File: src/core/mhbt_cfg.svh
// Constant offsets, reset values and timing counts for the multiplexed host port.
`ifndef MHBT_CFG_SVH
`define MHBT_CFG_SVH
`define MHBT_CLK_PERIOD_NS 25
`define MHBT_T_STROBE_MIN_NS 32
`define MHBT_T_STROBE_MIN_CYC ((`MHBT_T_STROBE_MIN_NS + `MHBT_CLK_PERIOD_NS - 1) / `MHBT_CLK_PERIOD_NS)
`define MHBT_ADDR_RST 16'h0000
`define MHBT_DATA_RST 16'h0000
`define MHBT_LOW_LSB 0
`define MHBT_HIGH_LSB 8
`define MHBT_SYNC_W 27
`endif

File: src/core/mhbt_pkg.sv
// Types shared by the multiplexed host port files.
package mhbt_pkg;
   typedef struct packed {
      logic latch_level;
      logic select_level;
      logic read_dir_level;
      logic write_level;
      logic latch_gated;
      logic dir_enable_style;
   } mhbt_strap_s;

   typedef struct packed {
      logic write;
      logic [15:0] addr;
      logic [15:0] wdata;
   } mhbt_req_s;

   typedef enum logic [1:0] {
      MHBT_IDLE,
      MHBT_READ,
      MHBT_WRITE
   } mhbt_state_e;
endpackage : mhbt_pkg

File: src/core/mhbt_port.sv
// Multiplexed address/data host port: strobe decode, address latch and cycle control.
// How it works
// - Each strobe's active level comes from straps.
// - Strap optionally gates latch strobes with select.
// - High and low address latches accepted any order.
// - Read starts on strobe with select, ends deassert.
// - Write starts on strobe with select, ends deassert.
// - Strap selects separate strobes or direction plus enable.
`timescale 1ns/100ps
`include "mhbt_cfg.svh"
module mhbt_port
   import mhbt_pkg::*;
(
   input wire logic core_clk_i,
   input wire logic srst_i,
   input wire logic addr_latch_low_strobe_i,
   input wire logic addr_latch_high_strobe_i,
   input wire logic select_i,
   input wire logic read_dir_i,
   input wire logic write_transfer_strobe_i,
   input wire logic [15:0] ad_i,
   output logic [15:0] ad_o,
   output logic ad_oe_o,
   input wire logic latch_strobe_level_strap_i,
   input wire logic select_level_strap_i,
   input wire logic read_dir_level_strap_i,
   input wire logic write_strobe_level_strap_i,
   input wire logic latch_gated_by_select_strap_i,
   input wire logic strobe_style_strap_i,
   output logic straps_ready_o,
   output logic req_valid_o,
   output mhbt_req_s req_o,
   input wire logic [15:0] rdata_i,
   input wire logic rdata_valid_i,
   output logic busy_o
);
   logic [`MHBT_SYNC_W-1:0] sync_vec;
   logic s_lo;
   logic s_hi;
   logic s_cs;
   logic s_rd;
   logic s_wr;
   logic [15:0] s_ad;
   mhbt_strap_s s_strap;
   mhbt_strap_s strap_reg;
   logic strap_valid_reg;
   logic cs_act;
   logic lo_act;
   logic hi_act;
   logic rd_go;
   logic wr_go;
   logic rd_hold;
   logic wr_hold;
   logic lo_prev_reg;
   logic hi_prev_reg;
   logic lo_fall;
   logic hi_fall;
   logic [15:0] ad_prev_reg;
   logic [15:0] addr_reg;
   logic [15:0] wdata_reg;
   mhbt_state_e state_reg;

   // Pin level compared to its strap level gives the active state.
   function automatic logic f_active(input logic pin, input logic level);
      f_active = (pin == level);
   endfunction : f_active

   // All host pins, straps included, are asynchronous to the core clock.
   mhbt_sync #(.W(`MHBT_SYNC_W)) u_sync (
      .core_clk_i(core_clk_i),
      .async_i({latch_strobe_level_strap_i, select_level_strap_i,
                read_dir_level_strap_i, write_strobe_level_strap_i,
                latch_gated_by_select_strap_i, strobe_style_strap_i, ad_i,
                write_transfer_strobe_i, read_dir_i, select_i,
                addr_latch_high_strobe_i, addr_latch_low_strobe_i}),
      .sync_o(sync_vec)
   );

   assign s_lo = sync_vec[0];
   assign s_hi = sync_vec[1];
   assign s_cs = sync_vec[2];
   assign s_rd = sync_vec[3];
   assign s_wr = sync_vec[4];
   assign s_ad = sync_vec[20:5];
   assign s_strap = mhbt_strap_s'(sync_vec[26:21]);

   // Straps are caught once after reset release, then frozen until the next reset.
   always_ff @(posedge core_clk_i) begin
      if (srst_i) begin
         strap_reg <= '0;
         strap_valid_reg <= 1'b0;
      end else if (!strap_valid_reg) begin
         strap_reg <= s_strap;
         strap_valid_reg <= 1'b1;
      end
   end

   // Strobe decode; select, latch strobes and cycle starts are inactive until the straps are known.
   always_comb begin
      cs_act = strap_valid_reg && f_active(s_cs, strap_reg.select_level);
      lo_act = strap_valid_reg && f_active(s_lo, strap_reg.latch_level)
               && (!strap_reg.latch_gated || cs_act);
      hi_act = strap_valid_reg && f_active(s_hi, strap_reg.latch_level)
               && (!strap_reg.latch_gated || cs_act);
      if (strap_reg.dir_enable_style) begin
         // Direction plus enable: the write pin carries the enable strobe.
         rd_hold = f_active(s_wr, strap_reg.write_level);
         wr_hold = rd_hold;
         rd_go = rd_hold && cs_act && f_active(s_rd, strap_reg.read_dir_level);
         wr_go = wr_hold && cs_act && !f_active(s_rd, strap_reg.read_dir_level);
      end else begin
         rd_hold = f_active(s_rd, strap_reg.read_dir_level);
         wr_hold = f_active(s_wr, strap_reg.write_level);
         rd_go = rd_hold && cs_act;
         wr_go = wr_hold && cs_act && !rd_hold;
      end
   end

   assign lo_fall = lo_prev_reg && !lo_act;
   assign hi_fall = hi_prev_reg && !hi_act;

   // Previous strobe and bus samples; the bus seen with the strobe still active is kept.
   always_ff @(posedge core_clk_i) begin
      if (srst_i) begin
         lo_prev_reg <= 1'b0;
         hi_prev_reg <= 1'b0;
         ad_prev_reg <= `MHBT_DATA_RST;
      end else begin
         lo_prev_reg <= lo_act;
         hi_prev_reg <= hi_act;
         ad_prev_reg <= s_ad;
      end
   end

   // Address latch. Both releasing together is single phase; otherwise each
   // strobe loads its byte from the low lane, so either order works.
   always_ff @(posedge core_clk_i) begin
      if (srst_i) begin
         addr_reg <= `MHBT_ADDR_RST;
      end else if (lo_fall && hi_fall) begin
         addr_reg <= ad_prev_reg;
      end else if (lo_fall) begin
         addr_reg[`MHBT_LOW_LSB +: 8] <= ad_prev_reg[7:0];
      end else if (hi_fall) begin
         addr_reg[`MHBT_HIGH_LSB +: 8] <= ad_prev_reg[7:0];
      end
   end

   // Cycle state machine. A strobe shorter than one core clock may be
   // missed entirely; the pin timing assumes a faster sampling clock.
   always_ff @(posedge core_clk_i) begin
      if (srst_i) begin
         state_reg <= MHBT_IDLE;
      end else begin
         case (state_reg)
            MHBT_IDLE: begin
               if (rd_go) begin
                  state_reg <= MHBT_READ;
               end else if (wr_go) begin
                  state_reg <= MHBT_WRITE;
               end
            end
            MHBT_READ: begin
               if (!rd_hold) begin
                  state_reg <= MHBT_IDLE;
               end
            end
            MHBT_WRITE: begin
               if (!wr_hold) begin
                  state_reg <= MHBT_IDLE;
               end
            end
            default: begin
               state_reg <= MHBT_IDLE;
            end
         endcase
      end
   end

   // Write data follows the bus while the strobe is active, so the last
   // sample before the trailing edge is what reaches the core.
   always_ff @(posedge core_clk_i) begin
      if (srst_i) begin
         wdata_reg <= `MHBT_DATA_RST;
      end else if ((state_reg == MHBT_WRITE) && wr_hold) begin
         wdata_reg <= s_ad;
      end
   end

   // Core request: reads go out at cycle start, writes at cycle end.
   always_ff @(posedge core_clk_i) begin
      if (srst_i) begin
         req_valid_o <= 1'b0;
         req_o <= '0;
      end else begin
         req_valid_o <= 1'b0;
         if ((state_reg == MHBT_IDLE) && rd_go) begin
            req_valid_o <= 1'b1;
            req_o <= '{write: 1'b0, addr: addr_reg, wdata: `MHBT_DATA_RST};
         end else if ((state_reg == MHBT_WRITE) && !wr_hold) begin
            req_valid_o <= 1'b1;
            req_o <= '{write: 1'b1, addr: addr_reg, wdata: wdata_reg};
         end
      end
   end

   // Read data register drives the bus only during a read cycle.
   always_ff @(posedge core_clk_i) begin
      if (srst_i) begin
         ad_o <= `MHBT_DATA_RST;
      end else if (rdata_valid_i) begin
         ad_o <= rdata_i;
      end
   end

   assign ad_oe_o = (state_reg == MHBT_READ);
   assign busy_o = (state_reg != MHBT_IDLE);
   assign straps_ready_o = strap_valid_reg;

   property p_read_req;
      @(posedge core_clk_i) disable iff (srst_i)
      (state_reg == MHBT_IDLE) && rd_go |=> req_valid_o && !req_o.write && ad_oe_o;
   endproperty
   a_read_req: assert property (p_read_req) else $error("read start gave no read request");
   property p_read_end;
      @(posedge core_clk_i) disable iff (srst_i)
      (state_reg == MHBT_READ) && !rd_hold |=> !ad_oe_o && !busy_o;
   endproperty
   a_read_end: assert property (p_read_end) else $error("read did not end on deassert");
   property p_write_req;
      @(posedge core_clk_i) disable iff (srst_i)
      (state_reg == MHBT_WRITE) && !wr_hold |=> req_valid_o && req_o.write
         && (req_o.wdata == $past(wdata_reg)) && (req_o.addr == $past(addr_reg));
   endproperty
   a_write_req: assert property (p_write_req) else $error("write end gave wrong request");
   property p_write_no_early;
      @(posedge core_clk_i) disable iff (srst_i)
      (state_reg == MHBT_WRITE) && wr_hold |=> !(req_valid_o && req_o.write);
   endproperty
   a_write_no_early: assert property (p_write_no_early) else $error("write issued early");
   property p_low_latch;
      @(posedge core_clk_i) disable iff (srst_i)
      lo_fall && !hi_fall |=> (addr_reg[7:0] == $past(ad_prev_reg[7:0]))
         && (addr_reg[15:8] == $past(addr_reg[15:8]));
   endproperty
   a_low_latch: assert property (p_low_latch) else $error("low address byte wrong");
   property p_high_latch;
      @(posedge core_clk_i) disable iff (srst_i)
      hi_fall && !lo_fall |=> (addr_reg[15:8] == $past(ad_prev_reg[7:0]))
         && (addr_reg[7:0] == $past(addr_reg[7:0]));
   endproperty
   a_high_latch: assert property (p_high_latch) else $error("high address byte wrong");

   property p_single_latch;
      @(posedge core_clk_i) disable iff (srst_i)
      lo_fall && hi_fall |=> addr_reg == $past(ad_prev_reg);
   endproperty
   a_single_latch: assert property (p_single_latch) else $error("single phase address wrong");

   property p_strap_frozen;
      @(posedge core_clk_i) disable iff (srst_i)
      strap_valid_reg |=> $stable(strap_reg) && straps_ready_o;
   endproperty
   a_strap_frozen: assert property (p_strap_frozen) else $error("straps changed after capture");

   property p_gate;
      @(posedge core_clk_i) disable iff (srst_i)
      strap_reg.latch_gated && !cs_act |=> !lo_prev_reg && !hi_prev_reg;
   endproperty
   a_gate: assert property (p_gate) else $error("ungated latch changed address");

   property p_style;
      @(posedge core_clk_i) disable iff (srst_i)
      (state_reg == MHBT_IDLE) && strap_reg.dir_enable_style
         && !f_active(s_wr, strap_reg.write_level) |=> !busy_o;
   endproperty
   a_style: assert property (p_style) else $error("cycle began without enable");

   c_read: cover property (@(posedge core_clk_i) disable iff (srst_i)
      (state_reg == MHBT_READ) [*2] ##1 (state_reg == MHBT_IDLE));
   c_write: cover property (@(posedge core_clk_i) disable iff (srst_i)
      req_valid_o && req_o.write);
   c_dual: cover property (@(posedge core_clk_i) disable iff (srst_i)
      hi_fall && !lo_fall ##[1:20] lo_fall && !hi_fall);
   c_enable_read: cover property (@(posedge core_clk_i) disable iff (srst_i)
      strap_reg.dir_enable_style && req_valid_o && !req_o.write);
endmodule : mhbt_port

File: src/core/mhbt_sync.sv
// Two-flop synchroniser bank for the asynchronous host pins.
`timescale 1ns/100ps
module mhbt_sync #(
   parameter int W = 27
) (
   input wire logic core_clk_i,
   input wire logic [W-1:0] async_i,
   output logic [W-1:0] sync_o
);
   logic [W-1:0] meta_reg;

   // Each bit gets its own pair; the first flop feeds only the second.
   genvar gi;
   generate
      for (gi = 0; gi < W; gi++) begin : g_bit
         always_ff @(posedge core_clk_i) begin
            meta_reg[gi] <= async_i[gi];
            sync_o[gi] <= meta_reg[gi];
         end
      end
   endgenerate
endmodule : mhbt_sync

File: config.mk
export PLATFORM = sky130hd
export DESIGN_NAME = mhbt_port
export DESIGN_NICKNAME = d
export VERILOG_FILES = /design/src/core/mhbt_pkg.sv /design/src/core/mhbt_port.sv /design/src/core/mhbt_sync.sv
export VERILOG_INCLUDE_DIRS = /design/src /design/src/core
export SDC_FILE = /design/constraint.sdc
export NUM_CORES = 1
export LEC_CHECK = 0
export ABC_AREA = 1
export ABC_CLOCK_PERIOD_IN_PS = 3700
export BUFFER_PORTS_ARGS = -buffer_cell sky130_fd_sc_hd__buf_2
export CAP_MARGIN = 20
export CELL_PAD_IN_SITES_DETAIL_PLACEMENT = 0
export CELL_PAD_IN_SITES_GLOBAL_PLACEMENT = 2
export CORE_MARGIN = 5
export CORE_UTILIZATION = 36
export CTS_BUF_LIST = sky130_fd_sc_hd__clkbuf_4
export DETAILED_ROUTE_END_ITERATION = 7
export GPL_TIMING_DRIVEN = 0
export PLACE_DENSITY_LB_ADDON = 0.05
export SYNTH_ARGS = -nofsm -noshare
export SYNTH_HDL_FRONTEND = slang
export SYNTH_SLANG_ARGS = --single-unit
File: constraint.sdc
create_clock -name core_clk_i -period 3.7 [get_ports core_clk_i]
set_input_delay 0.185 -clock core_clk_i [delete_from_list [all_inputs] [get_ports core_clk_i]]
set_output_delay 0.185 -clock core_clk_i [all_outputs]
set_load 0.02 [all_outputs]
* Word-level counts from Yosys, hierarchy flattened
Cells that the tools add are included.
Storage, ports and cells: register bits after elaboration 163, bits in latches 0, bits in writable memories 0, memory bits (read-only) 0, output and inout bits 53, word-level logic and storage cells 129, memories 0
Cells by class: add/subtract/negate cells 0, multipliers 0, div/mod/pow operators 0, $lt $le $gt $ge 0, equal/unequal tests 11, shift operators 0, muxes and demuxes 16, bitwise logic cells 0, reductions and logical operators 29
Operator list (number):
- 2-to-1 mux 32 bit | 2
- 2-to-1 mux 8 bit | 3
- 2-to-1 mux 16 bit | 1
- logical AND 1 bit | 15
- 2-to-1 mux 2 bit | 4
- nonzero test 2 bit | 4
- one-hot mux 2 bit (3 select lines) | 1
- == test 1 bit | 5
- zero test 1 bit | 5
- 2-to-1 mux 1 bit | 5
- != test 2 bit, second input constant | 2
- != test 3 bit, second input constant | 1
- AND reduction 3 bit | 1
- == test 2 x 1 -> 1 bit, second input constant | 1
- == test 2 bit, second input constant | 1
- zero test 2 bit | 1
- != test 2 x 1 -> 1 bit, second input constant | 1
- AND reduction 2 bit | 1
- OR reduction 2 bit | 1
- logical OR 1 bit | 1

* Logic depth before layout (Yosys ltp)
Gate-level depths: netlist of the first run.
word-level depth 9, depth in mapped cells 12

* Cells and area by module
A second synthesis of the first run with hierarchy kept.
Second synthesis, totals: cell total of the unflattened synthesis 590, area, all modules 5205.0 um^2
Modules (own cells, without submodules):
- mhbt_port | instances 1, cells each 536, area each 4124.0 um^2, seq. area each 2182.1 um^2
- mhbt_sync | instances 1, cells each 54, area each 1081.0 um^2, seq. area each 1081.0 um^2

* Least setup slack after synthesis of the first run
OpenSTA, ideal clock, no wires.
path kind reg-to-reg, from reg strap_valid_reg, in the netlist straps_ready_o, to reg addr_reg[13], library setup time 0.109 ns, arrival time 1.274 ns, required time 3.591 ns, setup slack 2.317 ns, cell stages (with the launch flop) 11, buffers on the path 1, clock period less this slack 1.383 ns, cell sequence dfxtp_1 -> nand3_2 -> nand2_1 -> nand2_1 -> nand2_1 -> inv_2 -> buf_6 -> nor2_1 -> nor2_1 -> nand2_1 -> inv_1
Between the ends: cells in the longest elaborated chain, start to end 8, elaborated cells between the ends (all ways) 15, those cells by class 1 x eq/ne; 1 x mux; 13 x reduce/logical
Ends and longest elaborated chain:
- start: declaration | RTL line mhbt_port.sv:46 | logic strap_valid_reg;
- start signal: assignment | RTL line mhbt_port.sv:91 | strap_valid_reg <= 1'b0;
- start signal: assignment | RTL line mhbt_port.sv:94 | strap_valid_reg <= 1'b1;
- logical AND 1 bit | RTL line mhbt_port.sv:100 | cs_act = strap_valid_reg && f_active(s_cs, strap_reg.select_level);
- logical OR 1 bit | RTL line mhbt_port.sv:102, mhbt_port.sv:104
- logical AND 1 bit (on tied branches) | RTL line mhbt_port.sv:102, mhbt_port.sv:104
- zero test 1 bit (on tied branches) | RTL line mhbt_port.sv:119, mhbt_port.sv:120
- logical AND 1 bit (on tied branches) | RTL line mhbt_port.sv:119, mhbt_port.sv:120
- logical AND 1 bit | RTL line mhbt_port.sv:140 | end else if (lo_fall && hi_fall) begin
- != test 2 x 1 -> 1 bit (no line) / nonzero test 2 bit (equally long branches)
- AND reduction 2 bit (no line)
- end signal: assignment | RTL line mhbt_port.sv:139 | addr_reg <= `MHBT_ADDR_RST;
- end signal: assignment | RTL line mhbt_port.sv:141 | addr_reg <= ad_prev_reg;
- end signal: indexed assignment | RTL line mhbt_port.sv:143 | addr_reg[`MHBT_LOW_LSB +: 8] <= ad_prev_reg[7:0];
- end: declaration | RTL line mhbt_port.sv:59 | logic [15:0] addr_reg;
Several ways; a longest one is shown, not always the timed one. A chain may end at the register's enable or synchronous reset.

==> flow_metrics.env, run 1 <==
export IMPL_critPathBufInv=6
export IMPL_core_sq_um=14370
export IMPL_placed_cells=872
export IMPL_grt_pass1_vias=3842
export IMPL_cts_tree="built"
export IMPL_place_hpwl_um=8557
export IMPL_worstHoldStart="rdata_valid_i"
export IMPL_ctsResizeCount=0
export IMPL_start_util_pct=36.22
export IMPL_netlist_area_sq_um=5205
export IMPL_slew_viol_final=0
export IMPL_dieHeight_um=130.2
export IMPL_syn_inst=590
export IMPL_fin_nets=803
export IMPL_synth_fp_nets=636
export IMPL_drtIter0Drc=132
export IMPL_hold_class="primary input to flip-flop"
export IMPL_grt_pass1_wl_um=19200
export IMPL_crit_fanout=10
export IMPL_netlist_area_leader_share_pct=62.69
export IMPL_powerDensity_nw_per_um2=479.9
export IMPL_clkTransAtPathRegs_ns=0.12
export IMPL_period_needed_ns=1.850
export IMPL_antenna_left=0
export IMPL_rr_endpoint="addr_reg[14]"
export IMPL_clockBufferDepth=2
export IMPL_yosysTopAreaCell="dfxtp_1"
export IMPL_drc=0
export IMPL_layout_drive_gt1_share_pct=21.61
export IMPL_vias=4101
export IMPL_critPathSlowestCell="dlygate4sd3_1"
export IMPL_area_growth_pct=28.46
export IMPL_grt_remaining_overflow=0
export IMPL_ctsHtreeMaxLevel=4
export IMPL_ir_drop_mv=0.1945
export IMPL_first_pass_iters=4
export IMPL_r2r_slack_ns=2.14
export IMPL_finalHoldViolCount=0
export IMPL_wl_per_cell_um=12.63
export IMPL_required_ns=4.18
export IMPL_cpPeakStageDelay_ns=0.55
export IMPL_dpl_cell_area_sq_um=5926
export IMPL_outcome="completed"
export IMPL_insertion_delay_ns=0.53
export IMPL_antenna_found_initial=1
export IMPL_synth_warnings=0
export IMPL_end_kind="flip-flop"
export IMPL_die_area_sq_um=16960
export IMPL_grt_util_all_layers_pct=14.68
export IMPL_tightest_slew_ns=0.5112
export IMPL_critPathLaunchType="primary input"
export IMPL_io_buffer_count=98
export IMPL_leakage_uw=0.003154
export IMPL_synth_top_cells_by_area="dfxtp_1, nor2_1, a21oi_1, nand2_1, o21ai_0"
export IMPL_rsz0062_at_grt="false"
export IMPL_syn_avg_cell_area_sq_um=8.822
export IMPL_fin_area_sq_um=6686
export IMPL_routabilityCongestion=0.8003
export IMPL_cts_made_buffers=17
export IMPL_r2r_start="straps_ready_o"
export IMPL_arrival_ns=2.33
export IMPL_fillerInstances=1437
export IMPL_rows=44
export IMPL_finalSetupViolCount=0
export IMPL_synth_seq_area_share_pct=62.69
export IMPL_finalCritPeriodShare_pct=50.01
export IMPL_synth_cell_types=21
export IMPL_grt_max_degree=17
export IMPL_total_power_uw=3209
export IMPL_fin_cells=953
export IMPL_io_pins=99
export IMPL_largest_reg_flops=33
export IMPL_skew_ns=0.009071
export IMPL_rr_worst_depth=10
export IMPL_cp_top_family="buffers and inverters"
export IMPL_slew_headroom_pct=65.92
export IMPL_die_w_um=130.2
export IMPL_hold_end="ad_o[15]"
export IMPL_clkSinkCount=163
export IMPL_synth_seq_cells=163
export IMPL_fmax_ghz=0.5405
export IMPL_hold_depth=4
export IMPL_tns_ns=0
export IMPL_root_buffer="clkbuf_4"
export IMPL_critPathKind="primary input to flip-flop"
export IMPL_max_cap_viol_count=0
export IMPL_finalWirelength_um=12040
export IMPL_post_cts_buffers=0
export IMPL_crit_chain="dlygate4sd3_1, buf_2, inv_1, buf_2, clkbuf_1, o21ai_0, nor2_1, dlygate4sd3_1"
export IMPL_avgViaCountPerCell=4.303
==> synthesized netlist by cell type <==
| cell | instances |
|---|---|
| o21ai_1 | 1 |
| buf_4 | 2 |
| o21ai_0 | 47 |
| dfxtp_1 | 163 |
| a21oi_1 | 58 |
| nand2_2 | 4 |
| buf_2 | 11 |
| buf_1 | 2 |
| inv_1 | 53 |
| nand3_1 | 40 |
| nor3_1 | 1 |
| xor2_1 | 1 |
| clkbuf_1 | 8 |
| nor2_4 | 2 |
| nor2_1 | 106 |
| inv_4 | 1 |
| nand2_1 | 71 |
| inv_2 | 5 |
| buf_6 | 8 |
| nand3_2 | 3 |
| nand2_4 | 3 |
==> worst reg2reg max path: cells and delay by family, from the launching register on <==
kind	cells	cell delay, ns
and+or+nand+nor	7	0.71
buffers and inverters	3	0.27
DFF	1	0.50
==> how the worst max path moves through the flow <==
stage | start | endpoint | depth (start not counted)
3_3_place_gp | straps_ready_o | addr_reg[13] | 10
3_5_place_dp | straps_ready_o | addr_reg[13] | 10
2_1_floorplan | straps_ready_o | addr_reg[13] | 10
6_report | srst_i | ad_o[4] | 8
4_1_cts | srst_i | ad_o[4] | 8
5_1_grt | srst_i | ad_o[2] | 8
==> cells in the final DEF, fill, tap and decap left out, drive strengths merged <==
cell type,instances
buf,121
clkinvlp,3
nor3,1
clkbuf,27
nand2,78
diode,1
inv,59
nor2,108
bufinv,2
nand3,43
o21ai,48
clkinv,6
xor2,1
dlygate4sd3,50
a21oi,58
dfxtp,163
==> cells by family after synthesis <==
kind of cell	count (synthesis)	synth area share (%)
and+or+nand+nor	230	18.85
DFF	163	62.69
AOI/OAI and AO/OA	106	10.19
buffers and inverters	90	8.101
xor gates and xnor gates	1	0.1683
==> cell type report <==
type | count | area, sq um | share of cell area, %
diodes | 1 | 2.502 | 0.03743
repair buffers | 148 | 991.0 | 14.82
inverters | 59 | 224.0 | 3.350
well taps | 184 | 230.2 | 3.443
multi-input cells | 337 | 1520 | 22.74
flip-flops and latches | 163 | 3263 | 48.80
clock buffers | 19 | 142.6 | 2.133
plain buffers | 31 | 197.7 | 2.957
clock inverters | 11 | 115.1 | 1.722
==> repair_timing <==
item,in CTS,in global routing
setup endpoints to repair,0,0
endpoints found under the hold margin,50,0
hold buffers,50,0
==> through the flow <==
stage               setup slack [ns]  util (%)  hold slack [ns]
floorplan                      2.317         -           0.2127
global placement               2.112     41.24           0.2867
detailed placement             2.124     41.24           0.2886
CTS                            1.903     46.52          0.07564
global route                   1.732     46.53           0.1435
finish                         1.850     46.53           0.1496
==> metal layers <==
| metal | vias to the layer above | wire length [um] | track usage [%] |
|---|---|---|---|
| met4 | 0 | 109 | 5.562 |
| met5 | - | 0 | 0 |
| met3 | 12 | 646 | 4.134 |
| met2 | 87 | 5604 | 23.84 |
| met1 | 1814 | 5677 | 18.60 |
| li1 | 2188 | - | - |
==> power breakdown <==
| group | internal [uW] | switching [uW] | total [uW] |
|---|---|---|---|
| registers | 1850 | 36.1 | 1880 |
| logic | 150 | 206 | 356 |
| clock network | 402 | 568 | 970 |
(Power assumes the default switching activity.)
==> run 2: changes to the inputs <==
Settings changed: ABC_AREA 1 to 0, ABC_CLOCK_PERIOD_IN_PS 3700 to 1800, CORE_UTILIZATION 36 to 35.
Clock period 3.7 ns to 1.8 ns, I/O delays scaled along.
==> flow_metrics.env, run 2 <==
export IMPL_synth_fp_nets=535
export IMPL_fmax_ghz=0.5945
export IMPL_largest_reg_flops=33
export IMPL_first_pass_iters=4
export IMPL_cts_made_buffers=17
export IMPL_tightest_slew_ns=0.5683
export IMPL_start_util_pct=35.28
export IMPL_powerDensity_nw_per_um2=963.5
export IMPL_slew_headroom_pct=62.11
export IMPL_netlist_area_sq_um=5070
export IMPL_drc=0
export IMPL_antenna_found_initial=0
export IMPL_critPathKind="flip-flop to flip-flop"
export IMPL_synth_commonest_cells="dfxtp_1, nand2_1, a21oi_1"
export IMPL_finalHoldViolCount=0
export IMPL_cp_top_family="compound AO/OA/AOI/OAI gates"
export IMPL_synth_top_cells_by_area="dfxtp_1, mux2i_1, nand2_1, a21oi_1, nor2_1"
export IMPL_drtIter0Drc=155
export IMPL_ctsHtreeMaxLevel=4
export IMPL_insertion_delay_ns=0.56
export IMPL_synth_most_common_cell="dfxtp_1"
export IMPL_yosysTopAreaCell="dfxtp_1"
export IMPL_clkSinkCount=163
export IMPL_critPathLaunchType="flip-flop"
export IMPL_post_cts_buffers=0
export IMPL_rsz0062_at_grt="true"
export IMPL_holdWs_ns=0.06042
export IMPL_cts_tree="built"
export IMPL_netlist_area_leader_share_pct=64.36
export IMPL_grt_util_all_layers_pct=14.17
export IMPL_final_common_cell="dfxtp_1"
export IMPL_layout_drive_gt1_share_pct=22.00
export IMPL_synth_seq_cells=163
export IMPL_layout_common_cells="dfxtp_1, buf_2, nand2_1"
export IMPL_required_ns=2.28
export IMPL_routabilityCongestion=0.8412
export IMPL_max_cap_viol_count=0
export IMPL_vias=3701
export IMPL_arrival_ns=2.16
export IMPL_slew_viol_final=0
export IMPL_io_pins=99
export IMPL_place_hpwl_um=8045
export IMPL_area_growth_pct=27.96
export IMPL_avgViaCountPerCell=4.390
export IMPL_diodes=0
export IMPL_async_flop_share_pct=0
export IMPL_syn_avg_cell_area_sq_um=10.37
export IMPL_synth_flop_cell="dfxtp_1"
export IMPL_wl_per_cell_um=13.36
export IMPL_grt_pass1_vias=3788
export IMPL_end_kind="flip-flop"
export IMPL_grt_remaining_overflow=0
export IMPL_fin_nets=694
export IMPL_period_needed_ns=1.682
export IMPL_critPathBufInv=2
export IMPL_die_area_sq_um=16990
export IMPL_clockBufferDepth=2
export IMPL_cpPeakStageDelay_ns=0.38
export IMPL_finalSetupViolCount=0
export IMPL_finalCritPeriodShare_pct=93.45
export IMPL_syn_inst=489
export IMPL_grt_max_degree=17
export IMPL_critPathSlowestCell="dfxtp_1"
export IMPL_dieHeight_um=130.4
export IMPL_core_sq_um=14370
export IMPL_clkTransAtPathRegs_ns=0.11
export IMPL_grt_pass1_wl_um=18510
export IMPL_crit_chain="xnor2_4, o2111ai_2, o21ai_2, buf_6, buf_12, mux2i_1"
export IMPL_fin_cells=843
export IMPL_synth_warnings=0
export IMPL_hold_class="primary input to flip-flop"
export IMPL_rows=44
export IMPL_root_buffer="clkbuf_4"
export IMPL_ir_drop_mv=0.3955
export IMPL_synth_edf_count=0
export IMPL_synth_seq_area_share_pct=64.36
export IMPL_synth_cell_types=31
export IMPL_io_buffer_count=97
export IMPL_antenna_left=0
export IMPL_placed_cells=770
export IMPL_die_w_um=130.4
export IMPL_finalWirelength_um=11270
export IMPL_skew_ns=0.01102
export IMPL_crit_fanout=10
export IMPL_leakage_uw=0.002653
export IMPL_outcome="completed"
run 2: changes by cell type in the layout (fill, tap and decap cells not counted), sizes merged, moves of 14 or more:
cell   before  now
buf       121  107
inv        59    6
mux2i       0   38
nand2      78   99
nand3      43   16
nor2      108   30
nor2b       0   18
o21ai      48   18
run 2: path summary, 6_finish.rpt:
kind / startpoint / slack (ns) / depth (start not counted) / to
hold reg to reg: u_sync.meta_reg[3] / 0.34 / 0 / u_sync.sync_o[3]
hold / removal: rdata_valid_i / 0.06 / 3 / ad_o[3]
setup / recovery: strap_reg[4] / 0.12 / 6 / req_o[26]
setup reg to reg: strap_reg[4] / 0.12 / 6 / req_o[26]
run 2: metrics by stage:
stage	power, uW	TNS, ns	area [sq um]	worst slack, ns	util [%]
4_1_cts	6353	0	6465	0.009867	44.99
6_report	6251	0	6487	0.1178	45.15
3_3_place_gp	4361	0	5786	0.03099	40.26
3_5_place_dp	4368	0	5786	0.005931	40.26
5_1_grt	6576	-0.03958	6487	-0.02713	45.15
2_1_floorplan	4192	0	5070	0.2015	-
run 2: per-layer routing:
| layer | vias to the layer above | GRT usage (%) | wire [um] |
|---|---|---|---|
| met5 | - | 0 | 0 |
| met4 | 0 | 5.445 | 148 |
| met3 | 12 | 4.462 | 557 |
| met1 | 1669 | 18.63 | 5438 |
| met2 | 83 | 21.88 | 5120 |
| li1 | 1937 | - | - |
run 2: repair_timing:
item / in CTS / in global routing
setup endpoints to repair: 6 / 31
resized for setup: 1 / 5
hold endpoints to repair: 43 / 0
hold buffers: 43 / 0
run 2: logic make-up (layout without fill, tap and decap cells):
group / count (synthesis) / count (layout) / share of synthesized area [%]
DFF: 163 / 163 / 64.36
xor gates and xnor gates: 6 / 6 / 1.185
and+or+nand+nor: 167 / 167 / 13.87
buffers and inverters: 34 / 204 / 3.430
AOI/OAI and AO/OA: 81 / 81 / 9.650
muxes: 38 / 38 / 7.502
run 2: area by class of cell:
class	count	area (sq um)
clock buffer	20	150.1
multi-input combinational	292	1664
fill	1428	7881
clock inverter	10	87.58
sequential	163	3263
inverter	6	22.52
tap	184	230.2
buffer	28	153.9
timing repair buffer	140	915.9
run 2: worst min-delay path, cell delays in order:
cell      delay (ns)
clkbuf_1        0.23
mux2i_1         0.18
nor2_1          0.07
run 2: report_power, final:
| group | internal (uW) | switching (uW) |
|---|---|---|
| logic | 251 | 288 |
| registers | 3750 | 67.6 |
| clock network | 706 | 1190 |
